<file path="src/hdl/anpcs_pkg.sv">
// Package for the auto-negotiation next-page and coding-sublayer status bank.
// Assumes byte addressing on an 8/16-bit CPU bus, word registers at even addresses.
package anpcs_pkg;
  // Byte addresses of the low byte of each register
  localparam logic [7:0] ADDR_EXPANSION    = 8'h5c;
  localparam logic [7:0] ADDR_NP_TRANSMIT  = 8'h5e;
  localparam logic [7:0] ADDR_PARTNER_NP   = 8'h60;
  localparam logic [7:0] ADDR_EXT_ABILITY  = 8'h6e;
  localparam logic [7:0] ADDR_CODING_STAT  = 8'h70;

  // Page field positions
  localparam int MORE_PAGES_BIT   = 15;
  localparam int MESSAGE_PAGE_BIT = 13;
  localparam int COMPLY_ACK_BIT   = 12;
  localparam int TOGGLE_BIT       = 11;
  localparam int ENCODING_MSB     = 10;

  // Bits of the next-page transmit register that software may write
  localparam logic [15:0] NP_TRANSMIT_WMASK = 16'hb7ff;

  // Expansion register fields
  localparam int NEXT_PAGE_RX_BIT  = 7;
  localparam int NEXT_PAGE_ABL_BIT = 2;
  localparam int PAGE_RECEIVED_BIT = 1;

  // Coding-sublayer status fields
  localparam int SYNC_ACQUIRED_BIT  = 5;
  localparam int PARTNER_PAUSE_BIT  = 1;
  localparam int RX_FLOW_CTRL_BIT   = 0;

  // Extended ability: 1000BASE-X full duplex only, all else zero
  localparam logic [15:0] EXT_ABILITY_VALUE = 16'h8000;

  // Reset values
  localparam logic [15:0] NP_TRANSMIT_RESET = 16'h0000;
  localparam logic [15:0] PARTNER_NP_RESET  = 16'h0000;
  localparam logic [15:0] CODING_STAT_RESET = 16'h0000;
endpackage

</file>
<file path="src/hdl/anpcs_byte_stage.sv">
// Byte staging for 16-bit register writes arriving over an 8-bit bus.
// Assumes the host writes the low byte first, then the high byte.
`timescale 1ns/1ps
`default_nettype none
module anpcs_byte_stage (
  input  wire logic        clk,
  input  wire logic        rstn,
  input  wire logic        lowWrite,
  input  wire logic        highWrite,
  input  wire logic [7:0]  byteIn,
  output logic      [7:0]  lowByte,
  output logic             lowPending
);
  typedef struct packed {
    logic [7:0] held;
    logic       pending;
  } anpcs_stage_s;

  anpcs_stage_s st;
  anpcs_stage_s next_st;

  // Low byte waits here; the high write commits both halves together
  always_comb begin
    next_st = st;
    if (lowWrite) begin
      next_st.held    = byteIn;
      next_st.pending = 1'b1;
    end else if (highWrite) begin
      next_st.pending = 1'b0;
    end
  end

  always_ff @(posedge clk) begin
    if (!rstn) begin
      st <= '0;
    end else begin
      st <= next_st;
    end
  end

  assign lowByte    = st.held;
  assign lowPending = st.pending;
endmodule
`default_nettype wire

</file>
<file path="src/hdl/anpcs_regs.sv">
// Per-port auto-negotiation next-page and coding-sublayer status registers.
// Assumes a byte-addressed CPU bus of 8 or 16 bits and a page engine on the link side.
// The host holds address and data with its one-cycle strobe.
// The link side gives one strobe per complete partner page and per exchanged page.
`timescale 1ns/1ps
`default_nettype none
module anpcs_regs (
  input  wire logic        clk,
  input  wire logic        rstn,
  // CPU bus
  input  wire logic        bus16,
  input  wire logic [7:0]  cpuAddr,
  input  wire logic [15:0] cpuWrData,
  input  wire logic        cpuWr,
  input  wire logic        cpuRd,
  output logic      [15:0] cpuRdData,
  // Page engine
  input  wire logic        pageRxValid,
  input  wire logic [15:0] pageRxWord,
  input  wire logic        pageRxIsNext,
  input  wire logic        txPageSent,
  input  wire logic        exchangeStart,
  input  wire logic        baseToggle,
  output logic      [15:0] txPage,
  // Coding sublayer
  input  wire logic        gigabitCodingSublayer,
  input  wire logic        syncAcquired,
  input  wire logic        partnerPauseStatus,
  input  wire logic        rxFlowControlStatus
);
  // All registered state of the bank in one word, except the staged low byte and its pending flag held in u_stage
  typedef struct packed {
    logic [15:0] npTransmit;
    logic [15:0] partnerNp;
    logic [15:0] codingStat;
    logic        pageReceived;
    logic        nextPageRx;
    logic        toggle;
    logic [15:0] rdData;
  } anpcs_regs_s;

  anpcs_regs_s st;
  anpcs_regs_s next_st;

  // Decode, staging and data-path signals
  logic [7:0]  stagedLow;
  logic        stagedPending;
  logic        wordAddr0;
  logic        hitTx;
  logic        hitExp;
  logic        hitPartner;
  logic        hitExtAbility;
  logic        hitStatus;
  logic        hitTxLow8;
  logic        hitTxHigh8;
  logic        commitTx;
  logic        hitExpRead;
  logic [15:0] rdWord;
  logic [15:0] laneWord;
  logic [15:0] wrWord;

  // True when the access targets the word at a given even base address
  function automatic logic hit(input logic [7:0] addr, input logic [7:0] base);
    hit = (addr[7:1] == base[7:1]);
  endfunction

  // Byte lane and word decode; one hit per register, shared by the mux and the clears
  assign wordAddr0     = ~cpuAddr[0];
  assign hitTx         = hit(cpuAddr, anpcs_pkg::ADDR_NP_TRANSMIT);
  assign hitExp        = hit(cpuAddr, anpcs_pkg::ADDR_EXPANSION);
  assign hitPartner    = hit(cpuAddr, anpcs_pkg::ADDR_PARTNER_NP);
  assign hitExtAbility = hit(cpuAddr, anpcs_pkg::ADDR_EXT_ABILITY);
  assign hitStatus     = hit(cpuAddr, anpcs_pkg::ADDR_CODING_STAT);

  // 8-bit writes to the transmit page, split by byte address
  assign hitTxLow8     = cpuWr & ~bus16 & hitTx & wordAddr0;
  assign hitTxHigh8    = cpuWr & ~bus16 & hitTx & ~wordAddr0;

  // A word commits on a 16-bit write, or on an 8-bit high byte after its low byte;
  // a lone high byte would pair with a stale low byte, so it is dropped
  assign commitTx      = (cpuWr & bus16 & hitTx) | (hitTxHigh8 & stagedPending);

  // In 8-bit mode only the low byte address read clears the flag,
  // so a byte-wise read of the register clears it once
  assign hitExpRead    = cpuRd & hitExp & (bus16 | wordAddr0);

  // Holds the low byte so the register never shows a half-written page
  anpcs_byte_stage u_stage (
    .clk        (clk),
    .rstn       (rstn),
    .lowWrite   (hitTxLow8),
    .highWrite  (hitTxHigh8),
    .byteIn     (cpuWrData[7:0]),
    .lowByte    (stagedLow),
    .lowPending (stagedPending)
  );

  // Full word to commit: 16-bit write directly, 8-bit from staged low plus high
  // In 8-bit mode the high byte arrives on the low lane, like the low byte did
  always_comb begin
    if (bus16) begin
      wrWord = cpuWrData;
    end else begin
      wrWord = {cpuWrData[7:0], stagedLow};
    end
  end

  // Word read mux; reserved bits and unmapped addresses read zero
  always_comb begin
    rdWord = 16'h0000;
    if (hitExp) begin
      rdWord[anpcs_pkg::NEXT_PAGE_RX_BIT]  = st.nextPageRx;
      rdWord[anpcs_pkg::NEXT_PAGE_ABL_BIT] = 1'b1; // Next pages always supported
      rdWord[anpcs_pkg::PAGE_RECEIVED_BIT] = st.pageReceived;
    end else if (hitTx) begin
      rdWord = st.npTransmit;
    end else if (hitPartner) begin
      rdWord = st.partnerNp;
    end else if (hitExtAbility) begin
      rdWord = anpcs_pkg::EXT_ABILITY_VALUE;
    end else if (hitStatus) begin
      rdWord = st.codingStat;
    end
  end

  // Byte lane for 8-bit reads: even address gives the low byte, odd the high byte
  always_comb begin
    if (bus16) begin
      laneWord = rdWord;
    end else if (wordAddr0) begin
      laneWord = {8'h00, rdWord[7:0]};
    end else begin
      laneWord = {8'h00, rdWord[15:8]};
    end
  end

  // Next state of the bank: writes, page capture, flag, toggle, status, read data
  always_comb begin
    next_st = st;

    // Masked commit: reserved bit 14 and the hardware toggle bit stay zero
    if (commitTx) begin
      next_st.npTransmit = wrWord & anpcs_pkg::NP_TRANSMIT_WMASK;
    end

    // Whole received page replaces the register in one edge
    // The next-page indication moves with the page, never ahead of it
    if (pageRxValid) begin
      next_st.partnerNp  = pageRxWord;
      next_st.nextPageRx = pageRxIsNext;
    end

    // Set wins over the clear-on-read in the same cycle
    if (pageRxValid) begin
      next_st.pageReceived = 1'b1;
    end else if (hitExpRead) begin
      next_st.pageReceived = 1'b0;
    end

    // Toggle seeded from the base page, then inverted per sent page
    // A seed and a sent page in one cycle re-seed, since start has priority
    if (exchangeStart) begin
      next_st.toggle = ~baseToggle;
    end else if (txPageSent) begin
      next_st.toggle = ~st.toggle;
    end

    // Status only tracks the link while in coding-sublayer mode
    // Outside that mode the bits read zero rather than stale link state
    next_st.codingStat = anpcs_pkg::CODING_STAT_RESET;
    if (gigabitCodingSublayer) begin
      next_st.codingStat[anpcs_pkg::SYNC_ACQUIRED_BIT] = syncAcquired;
      next_st.codingStat[anpcs_pkg::PARTNER_PAUSE_BIT] = partnerPauseStatus;
      next_st.codingStat[anpcs_pkg::RX_FLOW_CTRL_BIT]  = rxFlowControlStatus;
    end

    // Read data registered so it holds stable until the next read strobe
    if (cpuRd) begin
      next_st.rdData = laneWord;
    end
  end

  // Synchronous reset returns every register to its value after reset
  always_ff @(posedge clk) begin
    if (!rstn) begin
      st.npTransmit   <= anpcs_pkg::NP_TRANSMIT_RESET;
      st.partnerNp    <= anpcs_pkg::PARTNER_NP_RESET;
      st.codingStat   <= anpcs_pkg::CODING_STAT_RESET;
      st.pageReceived <= 1'b0;
      st.nextPageRx   <= 1'b0;
      st.toggle       <= 1'b0;
      st.rdData       <= 16'h0000;
    end else begin
      st <= next_st;
    end
  end

  // Outgoing page: stored fields plus the hardware toggle in bit 11
  // Software never writes bit 11, so the toggle cannot be forced out of step
  always_comb begin
    txPage = st.npTransmit;
    txPage[anpcs_pkg::TOGGLE_BIT] = st.toggle;
  end

  assign cpuRdData = st.rdData;
endmodule
`default_nettype wire

</file>
<file path="config.mk">
export PLATFORM = sky130hd
export DESIGN_NAME = anpcs_regs
export DESIGN_NICKNAME = d
export VERILOG_FILES = /design/src/hdl/anpcs_pkg.sv /design/src/hdl/anpcs_byte_stage.sv /design/src/hdl/anpcs_regs.sv
export SDC_FILE = /design/constraint.sdc
export NUM_CORES = 1
export LEC_CHECK = 0
export ABC_CLOCK_PERIOD_IN_PS = 1550
export BUFFER_PORTS_ARGS = -buffer_cell sky130_fd_sc_hd__buf_2
export CORE_ASPECT_RATIO = 0.5
export CORE_MARGIN = 1.5
export CORE_UTILIZATION = 47
export CTS_CLUSTER_SIZE = 14
export DETAILED_ROUTE_END_ITERATION = 7
export PLACE_DENSITY = 0.76
export REMOVE_ABC_BUFFERS = 1
export SLEW_MARGIN = 20
export SYNTH_ARGS = -nofsm -noshare
export SYNTH_HDL_FRONTEND = slang
export SYNTH_SLANG_ARGS = --single-unit
</file>
<file path="constraint.sdc">
create_clock -name clk -period 1.55 [get_ports clk]
set_input_delay 0.3875 -clock clk [delete_from_list [all_inputs] [get_ports clk]]
set_output_delay 0.3875 -clock clk [all_outputs]
set_load 0.05 [all_outputs]
</file>
==> impl_metrics.toml, run 1 <==
[yosys]
synth_flop_cell = "dfxtp_1"
yosysMostFrequentCell = "dfxtp_1"
synth_area_sq_um = 3050
async_flop_share_pct = 0
synth.area.top_cells = "dfxtp_1, mux2i_1, buf_4"
synth_common_cells = "dfxtp_1, mux2i_1, nor2_1"
synth_area_per_cell_sq_um = 9.03
synth_sequential_area_ratio_pct = 40.0
ys_seq_elements = 61
yosysTopAreaCell = "dfxtp_1"
synthCells = 338
synth_top_cell_area_share_pct = 40.0
ys_warn_count = 0
synth_edf_count = 0
synth_cell_type_count = 44

[setup_path]
crit_arrival_ns = 1.07
crit_fanout = 4
crit_family = "flip-flops"
path_class = "reg2out"
crit_buf_inv = 1
r2r_cells = 5
end_kind = "primary output"
required_ns = 1.16
cpPeakStageDelay_ns = 0.43
cp-start-kind = "flop"
regToRegSetupSlack_ns = 0.20
crit_path_top_delay_cell = "dfxtp_1"
r2r_end = "txPage[1]$_SDFFE_PN0P_"
worstPathCellList = "buf_2"
timing.rr.start = "u_stage.lowPending$_SDFFE_PN0P_"

[floorplanning]
die_w_microns = 117
die_y_microns = 60.0
rows = 20
pin_count = 86
dieArea_sq_um = 7020
coreArea_sq_um = 6180
initial_utilization_pct = 49.4

[clock_tree]
clk_root_buffer_cell = "clkbuf_16"
cts.sinks = 61
cts_buffers = 9
worstSkewPairLatency_ns = 0.33
post_cts_buffers = 0
h-tree-depth = 3
clk_pin_slew_worst_paths_ns = 0.05
clk_path_buf_depth = 2
cts_tree = "yes"

[finish]
final_cells = 507
drive_above_1_share_pct = 34.6
register_area_sq_um = 1220
nFillCells = 508
insertedDiodeCount = 0
syn2layout_area_growth_pct = 26.8
multi_input_area_sq_um = 1490
nets = 468

[grt]
grt_max_degree = 30
grt.total_usage_pct = 25.3
first_global_vias = 2745
grt_pass1_wl_microns = 13100
grt_overflow = 0
antenna_found_initial = 0

[route]
drt_iter0_drc = 213
vias = 2755
via_per_inst = 5.43
drc_errors = 0
antenna_left = 0
wire_per_inst_microns = 16.3
dr.pass1.iters = 4
drt_wl_total_microns = 8260

[power]
p_leak_nw = 1.70
vdd_drop_max_v = 0.000452
powerDensity_nw_per_um2 = 1070

[timing]
final_max_slew_viol_count = 0
fmax_ghz = 0.688
hold_viol_final = 0
min_period_ns = 1.45
setup_viol = 0
fin_hold_ws_ns = 0.236
grt_setup_unrepaired = "false"
fin_worst_skew_ns = 0.00503
finalCritPeriodShare_pct = 93.7

[placed_design]
hpwlAfterDp_microns = 6070
gp_congestion = 0.906
io_buffers = 82
dp_cells = 491

[worst_hold_path]
hold_end = "txPage[11]$_SDFFE_PN0P_"
hp-class = "in2reg"
min-delay-start = "baseToggle"
hold_depth = 2

[status]
status = "complete, no violations"

[flow_run]
cap_violations = 0
[final cells by class]
cell class | instances | area share [%]
flip-flops and latches | 61 | 31.6
multi-input cells | 221 | 38.5
inverters | 3 | 0.291
clock buffers | 10 | 5.92
clock inverters | 6 | 2.26
repair buffers | 118 | 18.7
well taps | 88 | 2.85
[worst max-delay path by stage]
stage | to | slack, ns | start | cells after the start
6_report | txPage[15] | 0.1 | txPage[15]$_SDFFE_PN0P_ | 1
3_3_place_gp | txPage[5]$_SDFFE_PN0P_ | -0.12 | cpuAddr[7] | 6
3_5_place_dp | txPage[5]$_SDFFE_PN0P_ | -0.20 | cpuAddr[7] | 6
2_1_floorplan | u_stage.lowByte[0]$_SDFFE_PN0P_ | -0.90 | cpuAddr[7] | 4
5_1_grt | txPage[5]$_SDFFE_PN0P_ | 0.03 | cpuAddr[7] | 6
4_1_cts | txPage[15] | 0.12 | txPage[15]$_SDFFE_PN0P_ | 1
[cells by family after synthesis]
| group | count (synthesis) | share of synthesized area, % |
|---|---|---|
| mux | 42 | 13.8 |
| other cells | 1 | 0.123 |
| xor+xnor | 1 | 0.287 |
| compound gates | 66 | 15.9 |
| buf+inv | 56 | 11.5 |
| simple gates | 111 | 18.5 |
| flops | 61 | 40.0 |
[cell usage in the layout, fill, tap and decap left out, types with 3 or more instances in the layout]
master       n
buf_12       3
and3_1       5
a21o_1       6
nand4_1      4
buf_2       82
a31oi_1      3
o21ai_0      8
nor2_1      38
clkinvlp_4   3
nand3_1     18
a21oi_1     15
a221o_1      3
clkbuf_16    9
dfxtp_1     61
a211oi_2     6
nand2_1     28
o21a_1       3
buf_4       32
mux2i_1     42
a211oi_1    11
[report_power, final]
| group | switching, mW | total [mW] | internal, mW |
|---|---|---|---|
| clock | 0.709 | 2.11 | 1.40 |
| sequential | 0.0262 | 1.64 | 1.61 |
| combinational | 0.231 | 0.412 | 0.181 |
| total | 0.966 | 4.16 | 3.19 |
[sequential cells by signal (all words and copies together), names as in the netlist]
name,cells
cpuRdData,16
u_stage.lowPending,1
txPage,15
u_stage.lowByte,8
st,21
[routing by layer]
layer | GRT usage, % | vias to the layer above | share of wire [%]
li1 | - | 1320 | -
met1 | 30.5 | 1305 | 41
met2 | 42.1 | 110 | 49
met3 | 7.91 | 20 | 8.2
met4 | 11.5 | 0 | 1.7
met5 | 0 | - | 0
[metrics by stage]
| stage | setup TNS, ns | area, sq um | total power [mW] | worst slack, ns | utilization, % |
|---|---|---|---|---|---|
| floorplan | -20.03 | 2710 | 1.84 | -0.896 | - |
| global placement | -3.16 | 3550 | 2.05 | -0.121 | 57.4 |
| global route | 0 | 3870 | 4.29 | 0.0310 | 62.6 |
| detailed placement | -4.21 | 3550 | 2.07 | -0.203 | 57.4 |
| CTS | 0 | 3860 | 4.17 | 0.124 | 62.5 |
| finish | 0 | 3870 | 4.16 | 0.0969 | 62.6 |
[timing repair]
item                                    in CTS  in global routing
hold buffers                                 0                  0
endpoints found under the setup margin       0                  1
resized for setup                            0                  2
(Power assumes the default switching activity.)
==> run 2, diff against run 1 <==
--- a/config.mk
+++ b/config.mk
@@ -5,6 +5,7 @@
 export SDC_FILE = /design/constraint.sdc
 export NUM_CORES = 1
 export LEC_CHECK = 0
+export ABC_AREA = 1
 export ABC_CLOCK_PERIOD_IN_PS = 1550
 export BUFFER_PORTS_ARGS = -buffer_cell sky130_fd_sc_hd__buf_2
 export CORE_ASPECT_RATIO = 0.5
==> impl_metrics.toml, run 2 <==
[floorplanning]
rows = 20
die_y_microns = 60.4
initial_utilization_pct = 49.9
dieArea_sq_um = 7120
coreArea_sq_um = 6210
die_w_microns = 118
pin_count = 86

[placed_design]
hpwlAfterDp_microns = 5570
post-place-ws_ns = -0.221
place_area_sq_um = 3460
dp_cells = 586
io_buffers = 82
gp_congestion = 0.832

[grt]
grt.total_usage_pct = 22.2
first_global_vias = 2690
grt_pass1_wl_microns = 12300
grt_overflow = 0
grt_max_degree = 29
antenna_found_initial = 0

[route]
via_per_inst = 4.90
dr.pass1.iters = 5
drt_iter0_drc = 132
antenna_left = 0
vias = 2948
wire_per_inst_microns = 12.4
drt_wl_total_microns = 7460
drc_errors = 0

[finish]
drive_above_1_share_pct = 27.8
final_cells = 602
final_cell_mix = "nand2_1, buf_2, dfxtp_1, inv_1"
utilization_pct = 60.2
largest_reg_flops = 21
regMostFlops = "st"
final_common_cell = "nand2_1"
nets = 563
syn2layout_area_growth_pct = 20.5
design_area_sq_um = 3730
insertedDiodeCount = 0

[timing]
grt_setup_unrepaired = "false"
setup_viol = 0
finalCritPeriodShare_pct = 91.2
min_period_ns = 1.41
fmax_ghz = 0.708
worst_slack_ns = 0.137
final_max_slew_viol_count = 0
fin_hold_ws_ns = 0.277
setup_tns_ns = 0
fin_worst_skew_ns = 0.00375
relSlewSlack_pct = 63.2
hold_viol_final = 0
tightestPinTransition_ns = 0.549

[clock_tree]
cts_buffers = 9
clk_path_buf_depth = 2
clk_pin_slew_worst_paths_ns = 0.05
post_cts_buffers = 0
h-tree-depth = 3
worstSkewPairLatency_ns = 0.32
clk_root_buffer_cell = "clkbuf_16"
cts_tree = "yes"
cts-hold-fix-buffers = 0
cts.sinks = 61

[yosys]
async_flop_share_pct = 0
yosysMostFrequentCell = "nand2_1"
synth_common_cells = "nand2_1, dfxtp_1, inv_1"
synth_edf_count = 0
synth_area_sq_um = 3100
synth_sequential_area_ratio_pct = 39.4
synth_flop_cell = "dfxtp_1"
ys_warn_count = 0
synth_cell_type_count = 33
synth_area_per_cell_sq_um = 7.01
yosysTopAreaCell = "dfxtp_1"
synth_top_cell_area_share_pct = 39.4
synth.area.top_cells = "dfxtp_1, nand2_1, buf_4"
ys_seq_elements = 61
synthCells = 442

[power]
vdd_drop_max_v = 0.000433
p_int_mw = 2.83
switching_power_uw = 941
netSwitchingFraction_pct = 25.0
seq_power_share_pct = 43.4
power_mw = 3.77
powerDensity_nw_per_um2 = 1010
clock_power_share_pct = 46.3
p_leak_nw = 1.79
power.share.combinational_pct = 10.2

[setup_path]
crit_buf_inv = 1
cp.depth = 1
crit_family = "flip-flops"
worstPathCellList = "buf_2"
r2r_end = "txPage[1]$_SDFFE_PN0P_"
crit_end = "txPage[7]"
path_class = "reg2out"
r2r_cells = 6
crit_fanout = 3
required_ns = 1.16
cpPeakStageDelay_ns = 0.41
end_kind = "primary output"
startpoint = "txPage[7]$_SDFFE_PN0P_"
timing.rr.start = "u_stage.lowPending$_SDFFE_PN0P_"
cp-start-kind = "flop"
crit_path_top_delay_cell = "dfxtp_1"
regToRegSetupSlack_ns = 0.44
crit_arrival_ns = 1.03

[worst_hold_path]
hp-class = "in2reg"

[flow_run]
cap_violations = 0

[status]
status = "complete, no violations"
==> run 2: layer usage <==
| metal | track usage (%) | part of all wire (%) | up-vias |
|---|---|---|---|
| li1 | - | - | 1505 |
| met1 | 27.5 | 44 | 1335 |
| met2 | 39.4 | 47 | 95 |
| met3 | 4.98 | 6.9 | 13 |
| met4 | 8.36 | 1.5 | 0 |
| met5 | 0 | 0 | - |
==> run 2: power by group through the flow <==
stage / Sequential [mW] / Combinational [mW] / Clock [mW]
final: 1.64 / 0.386 / 1.75
after CTS: 1.64 / 0.385 / 1.78
after global routing: 1.64 / 0.432 / 1.85
after global placement: 1.67 / 0.373 / 0
after detailed placement: 1.67 / 0.382 / 0
after floorplan: 1.70 / 0.159 / 0
==> run 2: final cells by class <==
| cell class | count | area (sq um) |
|---|---|---|
| Fill cell | 604 | 2470 |
| Multi-Input combinational cell | 279 | 1330 |
| Sequential cell | 61 | 1220 |
| Timing Repair Buffer | 107 | 611 |
| Clock buffer | 9 | 225 |
| Inverter | 51 | 196 |
| Tap cell | 88 | 110 |
| Clock inverter | 7 | 42.5 |
==> run 2: tightest hold or removal path: cells and delay by family <==
kind	cells	cell delay (ns)
buffers and inverters	2	0.13
and+or+nand+nor	1	0.03
==> run 2: worst min path at each step <==
stage | to | from | depth (start not counted) | slack, ns
2_1_floorplan | u_stage.lowByte[6]$_SDFFE_PN0P_ | u_stage.lowByte[6]$_SDFFE_PN0P_ | 2 | 0.42
3_3_place_gp | u_stage.lowByte[7]$_SDFFE_PN0P_ | u_stage.lowByte[7]$_SDFFE_PN0P_ | 2 | 0.43
3_5_place_dp | u_stage.lowByte[5]$_SDFFE_PN0P_ | u_stage.lowByte[5]$_SDFFE_PN0P_ | 2 | 0.44
4_1_cts | st[24]$_SDFF_PN0_ | syncAcquired | 3 | 0.27
5_1_grt | st[20]$_SDFF_PN0_ | partnerPauseStatus | 3 | 0.28
6_report | st[24]$_SDFF_PN0_ | syncAcquired | 3 | 0.28
==> run 2: kinds of logic (layout without fill, tap and decap cells) <==
| family | after synthesis | count (layout) | synth area share (%) |
|---|---|---|---|
| flip-flops | 61 | 61 | 39.4 |
| other | 1 | 1 | 0.121 |
| XOR/XNOR | 1 | 1 | 0.283 |
| AND/OR/NAND/NOR | 177 | 177 | 25.4 |
| buffers and inverters | 102 | 174 | 17.8 |
| AO/OA/AOI/OAI | 100 | 100 | 17.0 |
==> run 2: what timing repair did <==
| item | 4_1_cts | 5_1_grt |
|---|---|---|
| setup endpoints to repair | 0 | 7 |
| gates resized for setup | 0 | 1 |
| hold endpoints to repair | 0 | 0 |
==> run 3, diff against run 2 <==
--- a/config.mk
+++ b/config.mk
@@ -6,14 +6,14 @@
 export NUM_CORES = 1
 export LEC_CHECK = 0
 export ABC_AREA = 1
-export ABC_CLOCK_PERIOD_IN_PS = 1550
+export ABC_CLOCK_PERIOD_IN_PS = 1400
 export BUFFER_PORTS_ARGS = -buffer_cell sky130_fd_sc_hd__buf_2
 export CORE_ASPECT_RATIO = 0.5
 export CORE_MARGIN = 1.5
-export CORE_UTILIZATION = 47
+export CORE_UTILIZATION = 52
 export CTS_CLUSTER_SIZE = 14
 export DETAILED_ROUTE_END_ITERATION = 7
-export PLACE_DENSITY = 0.76
+export PLACE_DENSITY = 0.79
 export REMOVE_ABC_BUFFERS = 1
 export SLEW_MARGIN = 20
 export SYNTH_ARGS = -nofsm -noshare
==> constraint.sdc (replaced) <==
create_clock -name clk -period 1.4 [get_ports clk]
set_input_delay 0.35 -clock clk [delete_from_list [all_inputs] [get_ports clk]]
set_output_delay 0.35 -clock clk [all_outputs]
set_load 0.05 [all_outputs]
==> impl_metrics.toml, run 3 (same netlist as run 2, synthesis figures left out) <==
[grt]
grt_pass1_wl_microns = 12100
grt_max_degree = 27
antenna_found_initial = 0
grt_overflow = 0
grt.total_usage_pct = 24.5
first_global_vias = 2695

[setup_path]
timing.rr.start = "u_stage.lowPending$_SDFFE_PN0P_"
r2r_end = "txPage[1]$_SDFFE_PN0P_"
crit_fanout = 3
cp-start-kind = "flop"
crit_path_top_delay_cell = "dfxtp_1"
regToRegSetupSlack_ns = 0.28
r2r_cells = 6
end_kind = "primary output"
path_class = "reg2out"
required_ns = 1.05
crit_family = "flip-flops"
crit_buf_inv = 1
crit_arrival_ns = 1.03
worstPathCellList = "clkbuf_4"
cpPeakStageDelay_ns = 0.42

[clock_tree]
clk_pin_slew_worst_paths_ns = 0.05
worstSkewPairLatency_ns = 0.33
cts.sinks = 61
clk_root_buffer_cell = "clkbuf_16"
cts_buffers = 9
clk_path_buf_depth = 2
h-tree-depth = 3
cts_tree = "yes"

[route]
antenna_left = 0
via_per_inst = 4.93
vias = 2915
drt_wl_total_microns = 7370
dr.pass1.iters = 7
drc_errors = 0
wire_per_inst_microns = 12.5
drt_iter0_drc = 172

[finish]
nFillCells = 468
insertedDiodeCount = 0
largest_reg_flops = 21
syn2layout_area_growth_pct = 23.2
regMostFlops = "st"
nets = 567
drive_above_1_share_pct = 28.2
final_common_cell = "nand2_1"
final_cell_mix = "nand2_1, buf_2, dfxtp_1, inv_1, nor2_1"
design_area_sq_um = 3820

[worst_hold_path]
hold_end = "st[20]$_SDFF_PN0_"
min-delay-start = "partnerPauseStatus"
hold_depth = 3
hp-class = "in2reg"

[timing]
fin_worst_skew_ns = 0.00260
hold_viol_final = 0
fmax_ghz = 0.727
finalCritPeriodShare_pct = 98.3
grt_setup_unrepaired = "false"
setup_tns_ns = 0
final_max_slew_viol_count = 0
setup_viol = 0
fin_hold_ws_ns = 0.233
min_period_ns = 1.38

[floorplanning]
rows = 19
dieArea_sq_um = 6460
initial_utilization_pct = 55.2
die_w_microns = 112
pin_count = 86
coreArea_sq_um = 5610
die_y_microns = 57.6

[flow_run]
cap_violations = 0

[placed_design]
io_buffers = 82
gp_congestion = 0.838
hpwlAfterDp_microns = 5390
place_area_sq_um = 3500

[power]
powerDensity_nw_per_um2 = 1200
p_leak_nw = 1.84
vdd_drop_max_v = 0.000661

[status]
status = "complete, no violations"
[run 3: cell count changes in the layout (fill, tap and decap cells not counted)]
| cell | delta |
|---|---|
| clkinv_2 | -1 |
| nor2_1 | +1 |
| buf_2 | -1 |
| o21ai_1 | +1 |
| clkinvlp_4 | -1 |
| buf_12 | +2 |
| clkbuf_4 | +1 |
| buf_4 | +2 |
| o21ai_0 | -1 |
| nor2_2 | -1 |
| bufinv_16 | +2 |
[run 3: area by class of cell]
type	instances	area, sq um	area share, %
multi-input combinational	279	1330	34.7
sequential	61	1220	32.0
timing repair buffer	111	668	17.5
clock buffer	9	225	5.90
inverter	51	196	5.14
tap	73	91.3	2.39
clock inverter	7	90.1	2.36
[run 3: layer usage]
metal  GRT usage, %  vias up  wire (microns)
met5              0        -               0
met4           10.1        0             132
met3           8.50       15             492
met2           39.1       87            3400
met1           31.0     1305            3340
li1               -     1508               -
[run 3: repair_timing]
action / CTS / global route
hold buffers: 0 / 0
buffers inserted: 0 / 0
resized for setup: 0 / 2
setup endpoints to repair: 0 / 2
[run 3: worst max-delay path by stage]
stage                            from  slack [ns]  cells after the start                   endpoint
2_1_floorplan              cpuAddr[5]      0.0004                      6     txPage[0]$_SDFFE_PN0P_
6_report       txPage[7]$_SDFFE_PN0P_        0.02                      1                  txPage[7]
4_1_cts        txPage[7]$_SDFFE_PN0P_       0.002                      1                  txPage[7]
5_1_grt        txPage[7]$_SDFFE_PN0P_       0.007                      1                  txPage[7]
3_5_place_dp               cpuAddr[5]       -0.18                      9  cpuRdData[5]$_SDFFE_PN0P_
3_3_place_gp               cpuAddr[5]       -0.14                      8     txPage[6]$_SDFFE_PN0P_
[run 3: tightest hold or removal path: cells and delay by family]
kind | cells | cell delay, ns
buffers and inverters | 2 | 0.13
and+or+nand+nor | 1 | 0.03
[run 3: where the power goes]
part,total (mW),switching (mW),leakage [nW],internal [mW]
Clock,2.31,0.768,0.151,1.54
Sequential,1.81,0.0225,0.498,1.79
Combinational,0.440,0.269,1.19,0.171
Total,4.56,1.06,1.84,3.50
[run 3: stage by stage]
stage / total power, mW / setup slack, ns / std cells / utilization [%]
floorplan: 2.06 / 0.000395 / 391 / -
global placement: 2.27 / -0.137 / 575 / 62.4
detailed placement: 2.28 / -0.178 / 575 / 62.4
CTS: 4.58 / 0.00219 / 591 / 68.0
global route: 4.74 / 0.00713 / 591 / 68.1
finish: 4.56 / 0.0242 / 591 / 68.1
